`config.mk`:
```
export PLATFORM = sky130hd
export DESIGN_NAME = cpu_branch_bit_wait_control
export DESIGN_NICKNAME = d
export VERILOG_FILES = /design/src/hw/bbw_pkg.sv /design/src/hw/cpu_branch_bit_wait_control.sv /design/src/hw/operating_watchdog.sv
export SDC_FILE = /design/constraint.sdc
export NUM_CORES = 1
export LEC_CHECK = 0
export ABC_CLOCK_PERIOD_IN_PS = 3300
export BUFFER_PORTS_ARGS = -buffer_cell sky130_fd_sc_hd__buf_2
export CORE_AREA = 8 8 130 132
export DETAILED_ROUTE_END_ITERATION = 7
export DIE_AREA = 0 0 138 140
export GPL_ROUTABILITY_DRIVEN = 1
export PLACE_DENSITY_LB_ADDON = 0.1
export SETUP_SLACK_MARGIN = 0.05
export SYNTH_ARGS = -nofsm -noshare
export SYNTH_HDL_FRONTEND = slang
export SYNTH_HIERARCHICAL = 1
export SYNTH_SLANG_ARGS = --single-unit
```
`constraint.sdc`:
```
create_clock -name clk -period 3.3 [get_ports clk]
set_clock_uncertainty 0.2 [all_clocks]
set_input_delay 0.33 -clock clk [delete_from_list [all_inputs] [get_ports clk]]
set_output_delay 0.33 -clock clk [all_outputs]
set_load 0.03 [all_outputs]
```
`src/hw/bbw_pkg.sv`:
```
// package: constants for the branch, bit and wait control block
package bbw_pkg;
    localparam int unsigned CLK_HZ          = 25000000;
    localparam int unsigned WDOG_CYCLES     = 114688;
    localparam logic [7:0]  OP_BTEST_BASE   = 8'h00;
    localparam logic [7:0]  OP_BMOD_BASE    = 8'h10;
    localparam logic [3:0]  OP_REL_HI       = 4'h2;
    localparam logic [7:0]  OP_HALT         = 8'h8e;
    localparam logic [7:0]  OP_WAIT         = 8'h8f;
    localparam logic [15:0] REL_NEXT        = 16'h0002;
    localparam logic [15:0] BTB_NEXT        = 16'h0003;
    localparam logic [15:0] ONE_NEXT        = 16'h0001;
    localparam logic [15:0] RESET_ADDR      = 16'h0000;
    localparam logic [7:0]  ZERO_PAGE_HI    = 8'h00;
    localparam logic [15:0] WDOG_LAST       = 16'hffff;

    typedef enum logic [3:0] {
        ST_FETCH   = 4'b0000,
        ST_OPER1   = 4'b0001,
        ST_OPER2   = 4'b0010,
        ST_READ    = 4'b0011,
        ST_WRITE   = 4'b0100,
        ST_WAIT    = 4'b0101,
        ST_STACK   = 4'b0110,
        ST_DECIDE  = 4'b0111,
        ST_VECTOR  = 4'b1000
    } state_t;
endpackage

```
`src/hw/cpu_branch_bit_wait_control.sv`:
```
// branch, bit set/clear, bit test and wait control of the cpu core
// Functional notes
// - branch adds signed offset only when taken
// - relative target from opcode plus two
// - bit number from opcode, zero-page operand address
// - modify one bit, keep others unchanged
// - bit test: sense from opcode, address, offset
// - bit test target from opcode plus three
// - tested bit copied into carry flag
// - halt executes as no-operation, mask untouched
// - wait gates processor clock, peripherals run
// - wait clears interrupt mask bit
// - wait holds registers, memory and lines
// - watchdog always on, resets on timeout
`timescale 1ns/1ps
`default_nettype none
module cpu_branch_bit_wait_control
    import bbw_pkg::*;
(
    // clock and reset
    input  wire logic        clk,
    input  wire logic        rst_n,
    // internal memory bus
    output logic [15:0]      bus_addr,
    output logic             bus_rd,
    output logic             bus_wr,
    output logic [7:0]       bus_wdata,
    input  wire logic [7:0]  bus_rdata,
    // branch condition from the rest of the core
    input  wire logic        branch_cond,
    // interrupts and watchdog
    input  wire logic        irq_req,
    input  wire logic        wdog_service,
    output logic             irq_ack,
    output logic             wdog_reset,
    // status
    output logic [15:0]      program_counter,
    output logic             carry_flag,
    output logic             int_mask,
    output logic             cpu_clk_en
);
    state_t      state;
    state_t      next_state;
    logic [7:0]  opcode;
    logic [7:0]  next_opcode;
    logic [7:0]  test_operand_address;
    logic [7:0]  next_test_operand_address;
    logic [7:0]  data;
    logic [7:0]  next_data;
    logic [15:0] next_program_counter;
    logic        next_carry_flag;
    logic        next_int_mask;
    logic        wd_timeout;
    logic [15:0] branch_target_address;

    // ------------------------------------------------------------
    // opcode classification
    // ------------------------------------------------------------
    function automatic logic is_btb(input logic [7:0] op);
        is_btb = (op[7:4] == OP_BTEST_BASE[7:4]);
    endfunction

    function automatic logic is_bmod(input logic [7:0] op);
        is_bmod = (op[7:4] == OP_BMOD_BASE[7:4]);
    endfunction

    function automatic logic [2:0] bit_num(input logic [7:0] op);
        bit_num = op[3:1];
    endfunction

    // even opcode sets, or branches on set
    function automatic logic bit_sense(input logic [7:0] op);
        bit_sense = ~op[0];
    endfunction

    function automatic logic is_rel(input logic [7:0] op);
        is_rel = (op[7:4] == OP_REL_HI);
    endfunction

    function automatic logic [15:0] sext(input logic [7:0] off);
        sext = {{8{off[7]}}, off};
    endfunction

    // ------------------------------------------------------------
    // watchdog
    // ------------------------------------------------------------
    operating_watchdog u_wdog (
        .clk     (clk),
        .rst_n   (rst_n),
        .service (wdog_service),
        .timeout (wd_timeout)
    );
    assign wdog_reset = wd_timeout;

    // ------------------------------------------------------------
    // sequencer
    // ------------------------------------------------------------
    always_comb begin
        next_state                = state;
        next_opcode               = opcode;
        next_test_operand_address = test_operand_address;
        next_data                 = data;
        next_program_counter      = program_counter;
        next_carry_flag           = carry_flag;
        next_int_mask             = int_mask;
        branch_target_address     = program_counter;
        bus_addr                  = program_counter;
        bus_rd                    = 1'b0;
        bus_wr                    = 1'b0;
        bus_wdata                 = data;
        irq_ack                   = 1'b0;
        case (state)
            ST_FETCH: begin
                bus_rd      = 1'b1;
                next_opcode = bus_rdata;
                if (bus_rdata == OP_WAIT) begin
                    next_int_mask        = 1'b0;
                    next_program_counter = program_counter + ONE_NEXT;
                    next_state           = ST_WAIT;
                end else if (bus_rdata == OP_HALT) begin
                    next_program_counter = program_counter + ONE_NEXT;
                end else if (is_btb(bus_rdata) || is_bmod(bus_rdata) || is_rel(bus_rdata)) begin
                    next_state = ST_OPER1;
                end else begin
                    next_program_counter = program_counter + ONE_NEXT;
                end
            end
            ST_OPER1: begin
                bus_addr = program_counter + ONE_NEXT;
                bus_rd   = 1'b1;
                if (is_rel(opcode)) begin
                    branch_target_address = program_counter + REL_NEXT + sext(bus_rdata);
                    next_program_counter  = branch_cond ? branch_target_address
                                                        : program_counter + REL_NEXT;
                    next_state = ST_FETCH;
                end else begin
                    next_test_operand_address = bus_rdata;
                    next_state                = ST_READ;
                end
            end
            ST_READ: begin
                bus_addr  = {ZERO_PAGE_HI, test_operand_address};
                bus_rd    = 1'b1;
                next_data = bus_rdata;
                next_state = is_btb(opcode) ? ST_OPER2 : ST_WRITE;
            end
            ST_WRITE: begin
                bus_addr = {ZERO_PAGE_HI, test_operand_address};
                bus_wr   = 1'b1;
                bus_wdata = data;
                bus_wdata[bit_num(opcode)] = bit_sense(opcode);
                next_program_counter = program_counter + REL_NEXT;
                next_state = ST_FETCH;
            end
            ST_OPER2: begin
                bus_addr = program_counter + REL_NEXT;
                bus_rd   = 1'b1;
                next_carry_flag = data[bit_num(opcode)];
                branch_target_address = program_counter + BTB_NEXT + sext(bus_rdata);
                // even opcode branches on set, odd on clear
                if (data[bit_num(opcode)] == bit_sense(opcode)) begin
                    next_program_counter = branch_target_address;
                end else begin
                    next_program_counter = program_counter + BTB_NEXT;
                end
                next_state = ST_FETCH;
            end
            ST_WAIT: begin
                // nothing moves while the clock is gated
                if (irq_req && !int_mask) begin
                    next_state = ST_STACK;
                end
            end
            ST_STACK: begin
                irq_ack       = 1'b1;
                next_int_mask = 1'b1;
                next_state    = ST_VECTOR;
            end
            ST_VECTOR: begin
                next_state = ST_FETCH;
            end
            default: begin
                next_state = ST_FETCH;
            end
        endcase
        // watchdog timeout restarts the core
        if (wd_timeout) begin
            next_state                = ST_FETCH;
            next_opcode               = 8'h00;
            next_test_operand_address = 8'h00;
            next_data                 = 8'h00;
            next_program_counter      = RESET_ADDR;
            next_carry_flag           = 1'b0;
            next_int_mask             = 1'b1;
        end
    end

    // ------------------------------------------------------------
    // processor clock gate
    // ------------------------------------------------------------
    assign cpu_clk_en = (state != ST_WAIT);

    // ------------------------------------------------------------
    // state registers
    // ------------------------------------------------------------
    always_ff @(posedge clk or negedge rst_n) begin
        if (!rst_n) begin
            state                <= ST_FETCH;
            opcode               <= 8'h00;
            test_operand_address <= 8'h00;
            data                 <= 8'h00;
            program_counter      <= RESET_ADDR;
            carry_flag           <= 1'b0;
            int_mask             <= 1'b1;
        end else begin
            state                <= next_state;
            opcode               <= next_opcode;
            test_operand_address <= next_test_operand_address;
            data                 <= next_data;
            program_counter      <= next_program_counter;
            carry_flag           <= next_carry_flag;
            int_mask             <= next_int_mask;
        end
    end
endmodule
`default_nettype wire

```
`src/hw/operating_watchdog.sv`:
```
// watchdog counter that runs on the free clock
`timescale 1ns/1ps
`default_nettype none
module operating_watchdog
    import bbw_pkg::*;
(
    // clock and reset
    input  wire logic clk,
    input  wire logic rst_n,
    // service and timeout
    input  wire logic service,
    output logic      timeout
);
    logic [16:0] count;
    logic [16:0] next_count;

    // ------------------------------------------------------------
    // always counting, also in wait
    // ------------------------------------------------------------
    always_comb begin
        if (service || count == 17'(WDOG_CYCLES - 1)) begin
            next_count = 17'h00000;
        end else begin
            next_count = count + 17'h00001;
        end
    end

    always_ff @(posedge clk or negedge rst_n) begin
        if (!rst_n) begin
            count <= 17'h00000;
        end else begin
            count <= next_count;
        end
    end

    assign timeout = !service && (count == 17'(WDOG_CYCLES - 1));
endmodule
`default_nettype wire

```
==> flow_summary.yaml <==
setup_path:
  crit_type: "reg -> reg"
  critPathArrivalTime_ns: 3.32
  crit_fanout: 5
  r2r_start: "program_counter[1]"
  startpoint: "program_counter[1]"
  critPathRequiredTime_ns: 3.31
  endpoint_kind: "flip-flop"
  start_kind: "flip-flop"
finish:
  fin_util_pct: 57.8
  final_cell_mix: "buf_4, nor2_1, nand2_1"
  drive_above_1_share_pct: 31.9
  mostFrequentLayoutCell: "buf_4"
  register_area_um2: 1590
  area_growth_pct: 31.6
  n_antenna_cell: 0
  fill_cells: 1377
  final_nets: 1002
  multi_input_area_um2: 5260
yosys:
  ys_async_sr_fraction_pct: 100
  synth_cell_types: 83
  synth_nets: 878
  synth.top_cells.by_area: "dfrtp_1, ha_1, xnor2_1"
  yosysTopAreaCellShare_pct: 23.8
  yosys_warnings: 6
  synth.ff_latch_count: 63
  synth_top_area_cell: "dfrtp_1"
  synthFlopType: "dfrtp_1"
  synth-edff-count: 0
  syn_area_um2: 6520
  syn_avg_cell_area_um2: 7.91
  yosysSeqAreaShare_pct: 24.2
  syn-instance-count: 825
global_route:
  met2_usage_pct: 38.0
  grt-ovfl-total: 0
  busiest_layer: "met2"
  grt_max_degree: 64
  grt_pass1_vias: 6778
  grt_pass1_wl_mm: 37.3
  grt_use_met3_pct: 3.92
  antenna_found_initial: 0
  grt_usage_pct: 23.5
  grt_util_met1_pct: 30.9
timing:
  slew_headroom_pct: 43.8
  whs_ns: -0.0334
  period_needed_ns: 3.31
  fin_crit_sh_pct: 100
  timing.fmax_mhz: 302
  finalMaxSlewViolations: 0
  setup_viol: 1
  timing.final.ws_setup_ns: -0.0116
  hold_viol: 25
  worst_slew_pin_slew_ns: 0.843
  rsz0062_at_grt: "true"
power_and_ir_drop:
  leakage_nw: 3.72
  ir_worst_vdd_uv: 544
  cellPowerDensity_nw_per_um2: 1260
clock_network:
  cts_buffers: 9
  clockBufferDepth: 2
  clk_latency_ns: 0.34
  numClockSinks: 63
  cts_tree: "done"
  cts-root-buf: "clkbuf_16"
  htreeDepth: 3
  clk_pin_slew_ns: 0.06
detailed_routing:
  routed_via_density: 6.24
  routed_wl_mm: 23.9
  vias: 7118
  wl_per_cell_um: 21.0
  drc: 0
  drt_iter0_drc: 665
  antenna_left: 0
  first_pass_iters: 5
die:
  die_w_um: 138
  io_pins: 60
  core_um2: 14900
  dieHeight_um: 140
  die_area_um2: 19300
  start_util_pct: 43.9
  rows: 45
place:
  gp_congestion: 0.947
  post-place-ws_ns: -0.441
  portBuffers: 59
  dpl.hpwl_mm: 18.0
hold_path:
  hold_class: "in -> async"
outcome:
  status: "complete, but fails checks"
  violations: "negative hold slack, negative setup slack"
run:
  drv_cap: 0
## critical path, cell delays in order (launching register included)
cell	delay, ns
dfrtp_2	0.44
inv_4	0.09
ha_4	0.14
a21oi_4	0.07
buf_6	0.13
nor4_2	0.24
xor2_1	0.27
ha_2	0.34
buf_4	0.15
nand3_1	0.11
a22oi_2	0.10
a41oi_2	0.24
xnor2_1	0.13
a221oi_2	0.39
o21ai_1	0.14
## through the flow
step / hold slack [ns] / power [W] / area, um^2 / setup TNS (ns) / cells
2_1_floorplan: -0.166 / 0.00660 / 6720 / -0.0233 / 825
3_3_place_gp: 0.271 / 0.00890 / 7650 / -0.446 / 1109
3_5_place_dp: 0.281 / 0.00898 / 7650 / -0.488 / 1109
4_1_cts: 0.0118 / 0.0102 / 8150 / -0.0139 / 1130
5_1_grt: 0.0429 / 0.0115 / 8590 / -0.356 / 1141
6_report: -0.0334 / 0.0108 / 8590 / -0.0116 / 1141
## metal layers
layer / vias to the layer above / routed length (um)
met3: 61 / 1930
met1: 3403 / 10000
li1: 3315 / -
met2: 339 / 11300
met5: - / 0
met4: 0 / 708
## cell usage after synthesis (all sizes together) (6+ instances only)
cell type   n
nand2b      8
o22ai       6
mux2i      22
a221oi     13
nor2       86
a22oi       7
a2111oi     7
o211ai      7
nand2      78
o21ai      49
a221o       8
a21oi      65
ha         38
a31oi      12
nor4        9
o31ai      11
clkbuf     34
nand4      12
and2        7
or2         8
xor2       21
xnor2      46
or3         8
inv        21
dfrtp      62
nor3       20
buf        20
a211oi      6
a21o       17
and3       11
nand3      31
## state kept, by name, indices dropped and copies added (netlist names)
name                  flops
data                      8
opcode                    8
u_wdog/count             17
int_mask                  1
state                     4
program_counter          16
test_operand_address      8
carry_flag                1
## power by group
| part | switching [W] | internal [W] |
|---|---|---|
| sequential | 0.000362 | 0.00108 |
| clock | 0.000372 | 0.000579 |
| combinational | 0.00496 | 0.00348 |
## final timing paths
check | cells past startpoint | slack (ns) | endpoint
hold / removal | 2 | -0.03 | test_operand_address[2]
hold reg to reg | 1 | 0.29 | u_wdog/count[0]
max in group asynchronous | 2 | 2.31 | program_counter[9]
setup reg to reg | 14 | -0.01 | program_counter[13]
setup / recovery | 14 | -0.01 | program_counter[13]
min in group clk | 3 | 0.11 | data[2]
## layout make-up
| type | instances | share of cell area [%] |
|---|---|---|
| well taps | 188 | 2.74 |
| clock inverters | 6 | 0.729 |
| flip-flops and latches | 63 | 18.5 |
| multi-input cells | 687 | 61.2 |
| repair buffers | 167 | 13.3 |
| clock buffers | 9 | 2.62 |
| inverters | 21 | 0.947 |
## kinds of logic after synthesis
family	share of synthesized area [%]
xor gates and xnor gates	9.11
DFF	24.2
and+or+nand+nor	24.3
muxes	4.37
AOI/OAI and AO/OA	25.2
adders and majority gates	7.90
buffers and inverters	4.95
## what timing repair did
item / CTS / global route
resized for setup: 27 / 66
endpoints found under the setup margin: 9 / 18
buffers inserted: 5 / 11
hold buffers: 1 / 0
hold endpoints to repair: 1 / 0
cloned: 0 / 0
pin swaps: 9 / 38
No activity file was read; power rests on OpenSTA's default activity.
